[src/rtl/asrc_defines.vh]
// timing constants and field sizes for the static memory host controller
`ifndef ASRC_DEFINES_VH
`define ASRC_DEFINES_VH

// ********************************************************************
// array geometry
// ********************************************************************
`define ASRC_ADDR_W            16
`define ASRC_DATA_W            4

// ********************************************************************
// clock and device timing, slowest speed grade, in ns
// ********************************************************************
`define ASRC_CLK_PERIOD_NS     40
// read_cycle_time
`define ASRC_READ_CYCLE_NS     45
// address_access_time and select_access_time
`define ASRC_ACCESS_NS         45
// write_cycle_time
`define ASRC_WRITE_CYCLE_NS    35
// select_to_write_end and address_to_write_end
`define ASRC_SEL_TO_WEND_NS    25
// write_pulse_width_b
`define ASRC_WRITE_PULSE_NS    25
// data_setup_time
`define ASRC_DATA_SETUP_NS     20
// deselect_to_float_time
`define ASRC_FLOAT_NS          18
// retention_recovery_time equals read_cycle_time
`define ASRC_RECOVERY_NS       45

// ********************************************************************
// derived cycle counts: least times round up, none below one
// ********************************************************************
`define ASRC_CEIL_CYC(ns)      (((ns) + `ASRC_CLK_PERIOD_NS - 1) / `ASRC_CLK_PERIOD_NS)
`define ASRC_ACCESS_CYC        (`ASRC_CEIL_CYC(`ASRC_ACCESS_NS) + 1)
// strobe low must cover pulse width, select lead and data setup at once
`define ASRC_MAX(a, b)         (((a) > (b)) ? (a) : (b))
`define ASRC_WLOW_A_NS         `ASRC_MAX(`ASRC_WRITE_PULSE_NS, `ASRC_SEL_TO_WEND_NS)
`define ASRC_WLOW_NS           `ASRC_MAX(`ASRC_WLOW_A_NS, `ASRC_DATA_SETUP_NS)
`define ASRC_WPULSE_CYC        `ASRC_CEIL_CYC(`ASRC_WLOW_NS)
`define ASRC_GAP_CYC           `ASRC_CEIL_CYC(`ASRC_FLOAT_NS)
`define ASRC_RECOVERY_CYC      `ASRC_CEIL_CYC(`ASRC_RECOVERY_NS)
`define ASRC_CNT_W             4

`endif

[src/rtl/asrc_sync_hold.v]
// small register stage that samples the memory data pins
`include "asrc_defines.vh"

module asrc_sync_hold (
  // clock and reset
  input  wire                     i_clk,
  input  wire                     i_arst_n,
  // capture control
  input  wire                     i_load,
  input  wire [`ASRC_DATA_W-1:0]  i_d,
  // held value
  output reg  [`ASRC_DATA_W-1:0]  o_q
);

  // capture only on load so the value survives later pin activity
  always @(posedge i_clk or negedge i_arst_n) begin
    if (!i_arst_n) begin
      o_q <= {`ASRC_DATA_W{1'b0}};
    end else if (i_load) begin
      o_q <= i_d;
    end
  end

endmodule // asrc_sync_hold

[src/rtl/asrc_host.v]
// host controller driving an asynchronous 64k x 4 static memory
`include "asrc_defines.vh"

module asrc_host (
  // clock and reset
  input  wire                     i_clk,
  input  wire                     i_arst_n,
  // user request port
  input  wire                     i_req,
  input  wire                     i_we,
  input  wire [`ASRC_ADDR_W-1:0]  i_addr,
  input  wire [`ASRC_DATA_W-1:0]  i_wdata,
  output reg                      o_busy,
  output reg                      o_done,
  output wire [`ASRC_DATA_W-1:0]  o_rdata,
  // retention control
  input  wire                     i_retain,
  output reg                      o_retained,
  // memory pins
  output reg  [`ASRC_ADDR_W-1:0]  o_mem_addr,
  output reg                      o_mem_ce_n,
  output reg                      o_mem_we_n,
  output reg  [`ASRC_DATA_W-1:0]  o_mem_dq_o,
  output reg                      o_mem_dq_oe,
  input  wire [`ASRC_DATA_W-1:0]  i_mem_dq_i
);

  // ******************************************************************
  // states and counts
  // ******************************************************************
  localparam [2:0] ST_IDLE  = 3'h0;
  localparam [2:0] ST_SETUP = 3'h1;
  localparam [2:0] ST_READ  = 3'h2;
  localparam [2:0] ST_WRITE = 3'h3;
  localparam [2:0] ST_END   = 3'h4;
  localparam [2:0] ST_GAP   = 3'h5;
  localparam [2:0] ST_RET   = 3'h6;

  // counts worked out as integers, then cut to the counter on purpose
  localparam integer ACC_CYC_I = `ASRC_ACCESS_CYC;
  localparam integer WP_CYC_I  = `ASRC_WPULSE_CYC;
  localparam integer GAP_CYC_I = `ASRC_GAP_CYC;
  localparam integer REC_CYC_I = `ASRC_RECOVERY_CYC;

  // all counts fit four bits at 25 MHz, so the cut loses nothing
  localparam [`ASRC_CNT_W-1:0] ACC_CYC = ACC_CYC_I[`ASRC_CNT_W-1:0];
  localparam [`ASRC_CNT_W-1:0] WP_CYC  = WP_CYC_I[`ASRC_CNT_W-1:0];
  localparam [`ASRC_CNT_W-1:0] GAP_CYC = GAP_CYC_I[`ASRC_CNT_W-1:0];
  localparam [`ASRC_CNT_W-1:0] REC_CYC = REC_CYC_I[`ASRC_CNT_W-1:0];

  reg [2:0]              state_r;
  reg [2:0]              state_nxt;
  reg [`ASRC_CNT_W-1:0]  cnt_r;
  reg [`ASRC_CNT_W-1:0]  cnt_nxt;
  reg                    wr_r;
  reg                    rd_load;
  // one request taken per idle edge
  wire                   accept;

  // ******************************************************************
  // read data capture
  // ******************************************************************
  asrc_sync_hold u_hold (
    .i_clk    (i_clk),
    .i_arst_n (i_arst_n),
    .i_load   (rd_load),
    .i_d      (i_mem_dq_i),
    .o_q      (o_rdata)
  );

  // ******************************************************************
  // request acceptance
  // ******************************************************************
  // retention wins over a request in the same edge
  assign accept = (state_r == ST_IDLE) && !i_retain && i_req;

  // ******************************************************************
  // next state
  // ******************************************************************
  always @* begin
    state_nxt = state_r;
    cnt_nxt   = cnt_r;
    rd_load   = 1'b0;
    case (state_r)
      ST_IDLE: begin
        if (i_retain) begin
          // fresh count, not whatever the gap left behind
          state_nxt = ST_RET;
          cnt_nxt   = REC_CYC;
        end else if (i_req) begin
          state_nxt = ST_SETUP;
        end
      end
      ST_SETUP: begin
        state_nxt = wr_r ? ST_WRITE : ST_READ;
        cnt_nxt   = wr_r ? WP_CYC : ACC_CYC;
      end
      ST_READ: begin
        if (cnt_r <= 4'h1) begin
          // last select cycle: memory data has long settled
          rd_load   = 1'b1;
          state_nxt = ST_END;
        end else begin
          cnt_nxt = cnt_r - 4'h1;
        end
      end
      ST_WRITE: begin
        if (cnt_r <= 4'h1) begin
          state_nxt = ST_END;
        end else begin
          cnt_nxt = cnt_r - 4'h1;
        end
      end
      ST_END: begin
        state_nxt = ST_GAP;
        cnt_nxt   = GAP_CYC;
      end
      ST_GAP: begin
        if (cnt_r <= 4'h1) begin
          state_nxt = ST_IDLE;
        end else begin
          cnt_nxt = cnt_r - 4'h1;
        end
      end
      ST_RET: begin
        if (i_retain) begin
          cnt_nxt = REC_CYC;
        end else if (cnt_r <= 4'h1) begin
          state_nxt = ST_IDLE;
        end else begin
          cnt_nxt = cnt_r - 4'h1;
        end
      end
      default: begin
        state_nxt = ST_IDLE;
      end
    endcase
  end

  // ******************************************************************
  // state and counter registers
  // ******************************************************************
  // request kind captured only on accept, so request lines that move
  // during an access cannot turn a read into a write half way
  always @(posedge i_clk or negedge i_arst_n) begin
    if (!i_arst_n) begin
      state_r <= ST_IDLE;
      cnt_r   <= {`ASRC_CNT_W{1'b0}};
      wr_r    <= 1'b0;
    end else begin
      state_r <= state_nxt;
      cnt_r   <= cnt_nxt;
      if (accept) begin
        wr_r <= i_we;
      end
    end
  end

  // ******************************************************************
  // handshake registers
  // ******************************************************************
  // busy and retained taken from the next state so they line up with the pins, done from the current state
  always @(posedge i_clk or negedge i_arst_n) begin
    if (!i_arst_n) begin
      o_busy     <= 1'b0;
      o_done     <= 1'b0;
      o_retained <= 1'b0;
    end else begin
      o_busy     <= (state_nxt != ST_IDLE);
      o_retained <= (state_nxt == ST_RET);
      o_done     <= (state_r == ST_END);
    end
  end

  // ******************************************************************
  // memory pin registers
  // ******************************************************************
  // every pin is a flop: no decode glitch ever reaches the memory
  always @(posedge i_clk or negedge i_arst_n) begin
    if (!i_arst_n) begin
      o_mem_addr  <= {`ASRC_ADDR_W{1'b0}};
      o_mem_ce_n  <= 1'b1;
      o_mem_we_n  <= 1'b1;
      o_mem_dq_o  <= {`ASRC_DATA_W{1'b0}};
      o_mem_dq_oe <= 1'b0;
    end else begin
      // address and nibble set before select
      if (accept) begin
        o_mem_addr <= i_addr;
        o_mem_dq_o <= i_wdata;
      end
      o_mem_ce_n  <= !(state_nxt == ST_READ || state_nxt == ST_WRITE);
      o_mem_we_n  <= !(state_nxt == ST_WRITE);
      // drive pins only while strobe low
      o_mem_dq_oe <= (state_nxt == ST_WRITE);
    end
  end

endmodule // asrc_host

[config.mk]
export PLATFORM = sky130hd
export DESIGN_NAME = asrc_host
export DESIGN_NICKNAME = d
export VERILOG_FILES = /design/src/rtl/asrc_sync_hold.v /design/src/rtl/asrc_host.v
export VERILOG_INCLUDE_DIRS = /design/src /design/src/rtl
export SDC_FILE = /design/constraint.sdc
export NUM_CORES = 1
export LEC_CHECK = 0
export ABC_AREA = 1
export BUFFER_PORTS_ARGS = -buffer_cell sky130_fd_sc_hd__buf_2
export CORE_ASPECT_RATIO = 0.6
export CORE_MARGIN = 5
export CORE_UTILIZATION = 49
export DETAILED_ROUTE_END_ITERATION = 10
export GPL_TIMING_DRIVEN = 0
export PLACE_DENSITY = 0.76
export SYNTH_ARGS = -nofsm -noshare
export SYNTH_HDL_FRONTEND = slang
export SYNTH_HIERARCHICAL = 1
export SYNTH_SLANG_ARGS = --single-unit
[constraint.sdc]
create_clock -name i_clk -period 1.9 [get_ports i_clk]
set_clock_uncertainty 0.2 [all_clocks]
set_input_delay 0.095 -clock i_clk [delete_from_list [all_inputs] [get_ports i_clk]]
set_output_delay 0.095 -clock i_clk [all_outputs]
set_load 0.05 [all_outputs]
# After elaboration in Yosys (flattened, before gate mapping)
# Index checks and enable logic that the tools add are counted.
# classes
eq_ne	10
n_lt_le_gt_ge	1
mux	14
add_sub_neg	1
reduce_logical	12
# op_table
cell	n
$pmux 4 s5	1
$pmux 3 s6	1
$mux 3	5
$eq 3x2->1 const B	4
$eq 3x3->1 const B	4
$mux 4	3
$reduce_bool 5->1	1
$le 4x1->1 const B	1
$sub 4x1->4 const B	1
$eq 3x1->1 const B	1
$logic_not 1->1	3
$logic_not 3->1	1
$mux 1	3
$reduce_bool 3->1	1
$reduce_or 3->1	1
$logic_and 1x1->1	2
$mux 2	1
$ne 2x2->1 const B	1
$reduce_and 2->1	1
$reduce_or 2->1	1
$logic_or 1x1->1	1
# word_totals
elab_cells	50
regBits	38
in_bits	29
out_inout_bits	30

# Logic depth before layout (Yosys ltp)
# Gate-level depths: netlist of run 1.
# depth
ltp_word	7
ltp_mapped	9
depth_no_buf	9

# Modules after synthesis
# Netlist of run 1, hierarchy kept.
# by_module_without_submodules
mod	seq_area_each_um2	cells_each	instances	area_per_inst_um2
asrc_host	853.3	201	1	1574.0
asrc_sync_hold	100.1	17	1	148.9

# Worst setup path after synthesis of run 1
# No wires, ideal clock.
# synth_path
path_type	flip-flop to flip-flop
startpoint	register cnt_r[0]
endpoint	register u_hold.o_q[0]
required_ps	1581
stages_incl_launch_ff	10
period_less_slack_ps	1705
path_slack_ps	195
arrival_ps	1386
path_buffers	0
setup_ps	119
cell_sequence	dfrtp_1 > inv_1 > ha_1 > nor2_1 > nor2_1 > nand2_1 > nor2_1 > inv_2 > nand2_1 > nand2_1
# synth_between
elab_chain_cells	3
# synth_rtl
item	line	rtl
start, declared	asrc_host.v:53	reg [`ASRC_CNT_W-1:0] cnt_r;
start signal, assigned	asrc_host.v:148	cnt_r <= {`ASRC_CNT_W{1'b0}};
start signal, assigned	asrc_host.v:152	cnt_r <= cnt_nxt;
$le 4x1->1	asrc_host.v:99	if (cnt_r <= 4'h1) begin
$mux 1	asrc_host.v:99	
$mux 1	asrc_host.v:84	case (state_r)
named net rd_load	asrc_host.v:56	reg rd_load;
end signal, assigned	asrc_sync_hold.v:18	o_q <= {`ASRC_DATA_W{1'b0}};
end signal, assigned	asrc_sync_hold.v:20	o_q <= i_d;
end, declared	asrc_sync_hold.v:12	output reg [`ASRC_DATA_W-1:0] o_q
# The timed path passes the listed nets, and every way through them passes these cells.
# A chain may end at the register's enable or synchronous reset.

# Worst setup path in the final report of run 1
# layout_path
startpoint	register cnt_r[0]
endpoint	register u_hold.o_q[3]
# The elaborated chain is that of the path after synthesis.

==> results of run 1 <==
cells in the final DEF (no fill, tap or decap), drive strengths merged:
cell type      n
nand4          2
ha             2
clkbuf         6
dfrtp         36
a21oi          3
inv           21
dlygate4sd3   27
o21ai          5
bufinv         2
nor2          18
nand3         13
dfstp          2
buf           64
nand2        109
nor3           2
worst register-to-register path, delay by kind of cell, from the launching register on:
kind	cells	cell delay [ps]
buffers and inverters	2	160
and+or+nand+nor	6	720
DFF	1	440
adders and majority gates	1	210
flip-flops by register name, summed over array words and instances (netlist names):
| name | cells |
|---|---|
| u_hold/o_q | 4 |
| o_mem_ce_n | 1 |
| o_mem_addr | 16 |
| o_done | 1 |
| o_mem_dq_o | 4 |
| o_retained | 1 |
| o_busy | 1 |
| o_mem_we_n | 1 |
| cnt_r | 4 |
| wr_r | 1 |
| state_r | 3 |
| o_mem_dq_oe | 1 |
cell type report:
class / instances / area [sq um] / area share (%)
Buffer: 5 / 41.3 / 1.65
Clock buffer: 6 / 82.6 / 3.30
Clock inverter: 2 / 60.1 / 2.40
Inverter: 21 / 78.8 / 3.15
Multi-Input combinational cell: 154 / 659 / 26.4
Sequential cell: 38 / 955 / 38.2
Tap cell: 45 / 56.3 / 2.25
Timing Repair Buffer: 86 / 568 / 22.7
how the worst max path moves through the flow:
stage,slack (ps),end,cells past startpoint
after floorplan,200,u_hold/o_q[0]$_DFFE_PN0P_,9
after global placement,-110,u_hold/o_q[1]$_DFFE_PN0P_,9
after detailed placement,-150,u_hold/o_q[3]$_DFFE_PN0P_,9
after CTS,40,u_hold/o_q[3]$_DFFE_PN0P_,9
after global routing,-20,u_hold/o_q[1]$_DFFE_PN0P_,9
final,80,u_hold/o_q[3]$_DFFE_PN0P_,9
stage by stage:
stage / worst slack, ps / cells
after CTS: 40.3 / 356
after detailed placement: -150 / 321
after global placement: -107 / 321
after global routing: -18.8 / 357
after floorplan: 195 / 218
final: 77.3 / 357
cells by family (layout without fill, tap and decap cells):
kind of cell / after synthesis / in the layout / synth area share, %
simple gates: 144 / 144 / 33.9
buf+inv: 26 / 120 / 6.97
compound gates: 8 / 8 / 2.32
fa+ha+maj: 2 / 2 / 1.45
flops: 38 / 38 / 55.3
timing repair:
action | in CTS | in global routing
setup buffers | 0 | 1
hold buffers | 27 | 0
hold endpoints to repair | 64 | 0
pin swaps | 0 | 1
endpoints found under the setup margin | 4 | 5
gates resized for setup | 2 | 2
routing by layer:
metal  vias to the layer above  global-route usage (%)  share of wire [%]
met5                         -                       0                  0
met4                         0                    4.00               0.22
met3                         2                    6.21                8.0
met2                        77                    30.4                 45
met1                       734                    26.9                 47
li1                        848                       -                  -
report_power, final:
part | internal (mW) | switching [mW]
sequential | 1.18 | 0.217
clock | 0.560 | 0.277
combinational | 0.698 | 1.97
==> run metrics, run 1 <==
Worst setup SP type=flop; H-tree level count=2; dpl cell area=between 0.002 and 0.0025 sq mm; Residual DRC=0; clk sinks=38; reg2reg setup slack=80 ps; slowest CP cell=dfrtp_2; Initial Utilization=51.8%; Avg WL per Cell=roughly 13 um; Period minus WS final=about 1800 ps; R2R Path End=u_hold/o_q[3]$_DFFE_PN0P_; crit-path max cell delay=between 400 and 500 ps; number of flops mapped to enable cells by yosys=0; Antenna diodes=0; CTS Root Cell=clkbuf_8; Hold Vio Cnt, Final=0; reg2reg path depth=9; leading cell types by count after synthesis=nand2_1 (108), dfrtp_1 (36), inv_1 (17); number of buffers created by CTS=5; RePlAce Congestion=0.892; Hold Crit Depth=4; HP Start=i_req; Mapped Nets=between 200 and 250; Worst-Margin Slew=around 840 ps; detail-routed via count per cell=about 4.7; Area contributors post-synth=dfrtp_1 (52%), nand2_1 (24%), nand3_1 (3.8%); Post-Route Utilization=75.3%; CP arrival=about 1800 ps; die area=a little under 0.005 sq mm; largest area contributor in the netlist=dfrtp_1; max-capacitance violation count=0; crit path from=cnt_r[0]$_DFFE_PN0P_; ys flop type=dfrtp_1; register area share after synthesis=roughly 55%; Critical Path End Type=flop; std cell rows=16; largest net degree at the start of global routing=39; initial drt markers=roughly 120; layout cells sized above 1=27.2%; max_slew headroom=between 40% and 50%; vias after detailed routing=around 1,700; reg-to-reg startpoint=cnt_r[0]$_DFFE_PN0P_; Setup TNS=0 ps; Core Region=approximately 0.0033 sq mm; Yosys cell types=18; # port buffers=58; Slew Limit Fails=0; clock buffer depth=2; DP HPWL=around 2900 um; Tcrit/Tclk final=around 96%; clk slew on worst S/H paths=about 70 ps; Final ANT Viol Nets=0; crit-path max FO=5; synthesized cell area=between 0.0015 and 0.002 sq mm; Fin Hold WS=74.5 ps; All-Layer GR Usage=between 10% and 20%; Mapped Cells=about 220; die span in x=roughly 87 um; Ys Warns=6; initial antenna violation count=0; maximum clock frequency=549 MHz; Max VDD drop=~1.2 mV; Total Wirelength=4530 um; pwr/cell area=1960 mW/mm^2; most used cell, CP=nand2_1; number of global-route vias before repair=between 1,500 and 2,000; first-pass GRT wire length=7380 um; gr ovfl total=0; CP Cell Sequence=inv_1 > ha_1 > nor2_1 > nor2_2 > nand2_1 > nor2_4 > inv_2 > nand2_1 > nand2_1; CTS tree=built; cell family with most CP delay=simple AND/OR/NAND/NOR gates; post-route total power=a little under 5 mW; post-synthesis register bit count=38; filler instances=around 260; Critical Path RT=1880 ps; Chip Height=55.9 um; hold endpoint=wr_r$_DFFE_PN0P_; Clock Latency Late Sink=280 ps; Mapped Avg Cell Area=7.90 sq um; final non-filler cell area=roughly 0.0025 sq mm; Ports=59; critical path class=flop to flop; top cell type's share of synthesized area=52.3%; status=completed; Pleak=1.42 nW; Final Setup Violations=0; first drt pass iteration count=6; P&R area growth vs syn=45.2%; WP buf/inv=2; most common cell in the netlist=nand2_1; layout net count=342; Async SR Flop Fraction=100%; worst hold path type=input port to flop
Power figures use the tool's default switching activity.
==> run 2: changes to the inputs <==
Settings changed: PLACE_DENSITY 0.76 to 0.75, SLEW_MARGIN set to 5.
==> run 2 against run 1 <==
Compared with the run above: fmax up 4.4%; first-iteration DRC count is 12% lower; critical path depth did not move; cell area fell by 1.5%; count of clock-buffer cells in the layout rose by 1; power is 5.4% lower; via count decreased by 0.12%; sequential cell count unchanged; combinational power hardly changed; final cell count rose by 0.28%; global-route usage shrank 1.0 points; clock power shrank 34%.
==> run metrics, run 2 (same netlist as run 1, synthesis figures left out) <==
status=completed; max-capacitance violation count=0 (unchanged); slowest CP cell=dfrtp_1; die area=0.00484 sq mm (unchanged); H-tree level count=2 (unchanged); leading cell type in the layout, fill and taps excluded=nand2_1; CTS tree=built; largest reg by FF count=o_mem_addr; clk slew on worst S/H paths=70 ps (about the same); Total Wirelength=4410 um (-2.8%); Period minus WS final=1750 ps (-76.1 ps); Worst setup SP type=flop; number of global-route vias before repair=1,604 (+0.50%); All-Layer GR Usage=18.6% (-1.0 points); P&R area growth vs syn=43.0%; Chip Height=55.9 um (unchanged); maximum clock frequency=573 MHz (+4.4%); initial drt markers=105 (-12%); die span in x=86.6 um (unchanged); largest net degree at the start of global routing=39 (unchanged); Pleak=1.40 nW (-1.3%); Critical Path RT=1870 ps (about the same); Layout Cells excl Fill=358 (+0.28%); worst hold path type=input port to flop; WP buf/inv=2 (unchanged); cell family with most CP delay=simple AND/OR/NAND/NOR gates; Final Setup Violations=0 (unchanged); vias after detailed routing=1,659 (-0.12%); Residual DRC=0 (unchanged); Initial Utilization=51.8% (unchanged); Avg WL per Cell=12.3 um (-3.1%); number of buffers created by CTS=5 (unchanged); RePlAce Congestion=0.901 (+0.98%); Worst-Margin Slew=814 ps (-22.2 ps); Antenna diodes=0 (unchanged); std cell rows=16 (unchanged); clock buffer depth=2 (unchanged); Clock Latency Late Sink=270 ps (about the same); commonest cells after routing, fill and taps aside=nand2_1 (107), buf_2 (58), dfrtp_1 (36); Tcrit/Tclk final=91.9% (-4.0 points); CTS Root Cell=clkbuf_8; Max VDD drop=1.35 mV (+16%); Hold Vio Cnt, Final=0 (unchanged); Core Region=0.00332 sq mm (unchanged); Fin Hold WS=83.6 ps (+9.19 ps); clk sinks=38 (unchanged); # port buffers=58 (unchanged); crit-path max FO=4 (-1); detail-routed via count per cell=4.63 (-0.40%); layout net count=343 (+0.29%); RSZ-0062 raised after global routing=no; layout cells sized above 1=27.8% (+0.55 points); initial antenna violation count=0 (unchanged); CP arrival=1710 ps (-90 ps); first drt pass iteration count=4 (-2); Slew Limit Fails=0 (unchanged); gr ovfl total=0 (unchanged); max reg flops=16 (unchanged); Critical Path End Type=flop; dpl cells=321 (unchanged); max_slew headroom=45.8% (+1.5 points); Final ANT Viol Nets=0 (unchanged); first-pass GRT wire length=7190 um (-2.6%); pwr/cell area=1880 mW/mm^2 (-4.0%); critical path class=flop to flop; DP HPWL=2950 um (+1.9%); CP Cell Sequence=inv_1 > ha_2 > inv_1 > nand2_1 > nand2_1 > nand2_1 > nand3_1 > nor2_1 > nand2_1; most used cell, CP=nand2_1; Ports=59 (unchanged); crit-path max cell delay=410 ps (-30 ps)
==> run 2: changes by cell type in the layout (fill, tap and decap cells not counted), sizes merged <==
| cell | previous run | this run |
|---|---|---|
| buf | 64 | 65 |
| clkbuf | 6 | 7 |
| bufinv | 2 | 0 |
| clkinv | 0 | 1 |
==> run 2: where the power goes <==
part	total, mW	switching, mW	internal (mW)
Sequential	1.39	0.213	1.18
Clock	0.552	0.260	0.293
Combinational	2.69	1.97	0.720
==> run 2: timing repair <==
| item | 4_1_cts | 5_1_grt |
|---|---|---|
| gates resized for setup | 2 | 4 |
| buffers inserted | 0 | 2 |
| setup endpoints to repair | 4 | 6 |
| pin swaps | 0 | 1 |
| hold buffers | 27 | 0 |
| hold endpoints to repair | 64 | 0 |
==> run 2: metrics by stage <==
stage                     setup slack, ps  utilization [%]  instance area, sq um  power (mW)  TNS (ps)
final                                 153             74.1                  2460        4.64         0
after global routing                 4.77             74.1                  2460        4.98         0
after CTS                            40.0             73.3                  2440        4.56         0
after detailed placement             -133             62.3                  2070        3.95      -514
after global placement              -92.9             62.3                  2070        3.91      -358
after floorplan                       195                -                  1720        3.34         0
==> run 2: worst paths after layout <==
path                                                start  cells past startpoint  slack [ps]                         to
worst max-delay path                 cnt_r[0]$_DFFE_PN0P_                      9         150           o_busy$_DFF_PN0_
worst min-delay path                                i_req                      4          80           wr_r$_DFFE_PN0P_
worst max register to register       cnt_r[0]$_DFFE_PN0P_                      9         150           o_busy$_DFF_PN0_
worst min register to register  o_mem_addr[5]$_DFFE_PN0P_                      2         270  o_mem_addr[5]$_DFFE_PN0P_
max in group asynchronous                        i_arst_n                      2         740           o_done$_DFF_PN0_
min in group asynchronous                        i_arst_n                      2         250           o_busy$_DFF_PN0_
==> run 2: worst register-to-register path, cell delays in order (launching register included) <==
cell	delay [ps]
dfrtp_1	410
inv_1	100
ha_2	200
inv_1	40
nand2_1	120
nand2_1	130
nand2_1	110
nand3_1	120
nor2_1	130
nand2_1	60
==> run 2: metal layers <==
layer | share of wire, % | wire length (um) | vias to the layer above | GRT usage [%]
li1 | - | - | 850 | -
met1 | 46 | 2030 | 753 | 26.0
met2 | 46 | 2010 | 51 | 27.7
met3 | 7.6 | 335 | 5 | 6.80
met4 | 0.66 | 29 | 0 | 3.78
met5 | 0 | 0 | - | 0
==> run 2: layout make-up <==
type / instances / area [sq um]
Clock buffer: 7 / 86.3
Clock inverter: 1 / 5.00
Buffer: 5 / 41.3
Fill cell: 266 / 860
Inverter: 21 / 78.8
Tap cell: 45 / 56.3
Sequential cell: 38 / 953
Timing Repair Buffer: 87 / 576
Multi-Input combinational cell: 154 / 667
==> run 3: changes to the inputs <==
Settings changed: ABC_AREA 1 to unset, GPL_TIMING_DRIVEN 0 to unset.
==> run 3 against run 2 <==
Compared with the run above: count of clock-buffer cells in the layout down 1; worst hold slack got worse by 41 ps; largest power group unchanged; critical path depth down 3; largest cell class unchanged; power is 12% higher.
==> run metrics, run 3 <==
synthesized cell area=0.00176 sq mm (+1.9%); register area share after synthesis=54.3% (-1.0 points); crit-path max FO=5 (+1); M3 GR Usage=6.73% (-0.080 points); Chip Height=56.4 um (+0.78%); die area=0.00492 sq mm (+1.6%); ys flop type=dfrtp_1; reg2reg path depth=6 (-3); status=completed; layout net count=274 (-20%); Final Setup Violations=0 (unchanged); Mapped Nets=174 (-30%); HP Start=i_retain; CP Cell Sequence=inv_1 > ha_4 > or2_4 > nand3_1 > a22oi_1 > o221ai_1; Clock Latency Late Sink=280 ps (about the same); CP arrival=1790 ps (+80 ps); Hold Crit Depth=3 (-1); critical path class=flop to flop; initial antenna violation count=0 (unchanged); reg-to-reg startpoint=cnt_r[0]$_DFFE_PN0P_; clock buffer depth=2 (unchanged); Async SR Flop Fraction=100% (unchanged); Mapped Avg Cell Area=12.3 sq um (+55%); Fin Hold WS=42.9 ps (-40.8 ps); slowest CP cell=dfrtp_1; Pleak=1.21 nW (-13%); vias after detailed routing=1,584 (-4.5%); hold endpoint=o_retained$_DFF_PN0_; detail-routed via count per cell=5.48 (+18%); crit-path max cell delay=410 ps (about the same); Core Region=0.00334 sq mm (+0.60%); maximum clock frequency=537 MHz (-6.1%); cell family with most CP delay=compound AO/OA/AOI/OAI gates; CTS tree=built; leading cell type in the layout, fill and taps excluded=buf_2; commonest cells after routing, fill and taps aside=buf_2 (58), dfrtp_1 (33), dlygate4sd3_1 (26); Period minus WS final=1860 ps (+114 ps); top cell type's share of synthesized area=51.3% (-0.97 points); leading cell types by count after synthesis=dfrtp_1 (36), mux2_2 (25), nand3_1 (6), o21ai_0 (6); Layout Cells excl Fill=289 (-19%); largest area contributor in the netlist=dfrtp_1; post-route setup slack=39.2 ps (-114 ps); number of global-route vias before repair=1,602 (-0.12%); Tcrit/Tclk final=97.9% (+6.0 points); filler instances=205 (-23%); Worst setup SP type=flop; Max VDD drop=1.32 mV (-2.5%); DP HPWL=3260 um (+10%); Place WS=-178 ps (-44.5 ps); RePlAce Congestion=0.959 (+6.5%); dpl cells=252 (-21%); # port buffers=58 (unchanged); Antenna diodes=0 (unchanged); largest reg by FF count=o_mem_addr; Final ANT Viol Nets=0 (unchanged); post-synthesis register bit count=38 (unchanged); std cell rows=16 (unchanged); max_slew headroom=69.2% (+23 points); gr ovfl total=0 (unchanged); Hold Vio Cnt, Final=0 (unchanged); pwr/cell area=2000 mW/mm^2 (+6.0%); Top Usage Layer GRT=met2; P&R area growth vs syn=48.2%; worst hold path type=input port to flop; post-route total power=5.19 mW (+12%); Total Wirelength=4780 um (+8.6%); max reg flops=16 (unchanged); CTS Root Cell=clkbuf_8; Critical Path RT=1830 ps (-40 ps); met1 Track Usage GR=23.9% (-2.1 points); Ys Warns=6 (unchanged); Post-Route Utilization=77.8% (+3.7 points); register area=957 sq um (+0.39%); most common cell in the netlist=dfrtp_1; met2 usage=32.8% (+5.2 points); area taken by multi-input logic gates=779 sq um (+17%); Avg WL per Cell=16.6 um (+35%); Yosys cell types=41 (+23); Area contributors post-synth=dfrtp_1 (51%), mux2_2 (16%), dfstp_2 (3.0%); number of flops mapped to enable cells by yosys=0 (unchanged); Residual DRC=0 (unchanged); Initial Utilization=52.5% (+0.66 points); Mapped Cells=143 (-34%); initial drt markers=136 (+30%); All-Layer GR Usage=19.6% (+1.0 points); R2R Path End=state_r[2]$_DFF_PN0_; reg2reg setup slack=40 ps (-110 ps); clk sinks=38 (unchanged); Critical Path End Type=flop; H-tree level count=2 (unchanged); crit path from=cnt_r[0]$_DFFE_PN0P_; first-pass GRT wire length=7560 um (+5.1%); die span in x=87.3 um (+0.83%); max-capacitance violation count=0 (unchanged); first drt pass iteration count=4 (unchanged); Slew Limit Fails=0 (unchanged); Ports=59 (unchanged); Worst-Margin Slew=463 ps (-351 ps); largest net degree at the start of global routing=39 (unchanged); number of buffers created by CTS=5 (unchanged); clk slew on worst S/H paths=80 ps (about the same); layout cells sized above 1=51.6% (+24 points); WP buf/inv=1 (-1)
[run 3: changes by cell type in the layout (fill, tap and decap cells not counted), moves of 7 or more]
| cell | before | now |
|---|---|---|
| nand2_1 | 107 | 4 |
| mux2_2 | 0 | 25 |
| inv_1 | 17 | 3 |
| buf_4 | 6 | 14 |
| nand3_1 | 13 | 6 |
| nor2_1 | 12 | 5 |
[run 3: cell families after synthesis]
kind of cell / synth area share, %
flip-flops: 54.3
XOR/XNOR: 0.998
multiplexers: 16.0
AO/OA/AOI/OAI: 11.6
buffers and inverters: 3.99
AND/OR/NAND/NOR: 11.6
adder cells (fa/ha/maj): 1.43
[run 3: worst max-delay path by stage]
| stage | slack [ps] | cells past startpoint | to |
|---|---|---|---|
| floorplan | -20 | 6 | u_hold/o_q[0]$_DFFE_PN0P_ |
| global placement | -40 | 6 | u_hold/o_q[3]$_DFFE_PN0P_ |
| detailed placement | -180 | 6 | u_hold/o_q[0]$_DFFE_PN0P_ |
| CTS | 6 | 6 | o_mem_we_n$_DFF_PN1_ |
| global route | -40 | 7 | cnt_r[1]$_DFFE_PN0P_ |
| finish | 40 | 6 | state_r[2]$_DFF_PN0_ |
[run 3: worst min-delay path: stages]
cell      delay, ps
buf_2           170
nand3b_1        140
a21oi_1          80
[run 3: area by class of cell]
cell class	count	share of cell area, %
well taps	45	2.16
clock buffers	6	2.79
inverters	5	0.722
repair buffers	101	27.2
multi-input cells	92	30.0
clock inverters	2	0.385
flip-flops and latches	38	36.8
[run 3: routing by layer]
layer,wire length (um),vias to the layer above
met5,0,-
met4,124,0
met3,430,14
met2,2340,83
met1,1890,763
li1,-,724
[run 3: repair_timing]
| item | in CTS | in global routing |
|---|---|---|
| setup endpoints to repair | 9 | 30 |
| gates resized for setup | 5 | 10 |
| buffers inserted | 1 | 2 |
| pin swaps | 1 | 4 |
| hold buffers | 26 | 0 |
| hold endpoints to repair | 61 | 0 |
[run 3: power by group]
| part | internal, mW | total (mW) | switching [mW] |
|---|---|---|---|
| sequential | 1.21 | 1.46 | 0.256 |
| clock | 0.254 | 0.523 | 0.269 |
| combinational | 1.12 | 3.21 | 2.09 |
| total | 2.58 | 5.19 | 2.61 |
[run 3: per-stage QoR]
stage / area (sq um) / TNS [ps]
floorplan: 1760 / -92.6
global placement: 2190 / -145
CTS: 2560 / 0
global route: 2600 / -44.6
finish: 2600 / 0
detailed placement: 2190 / -953
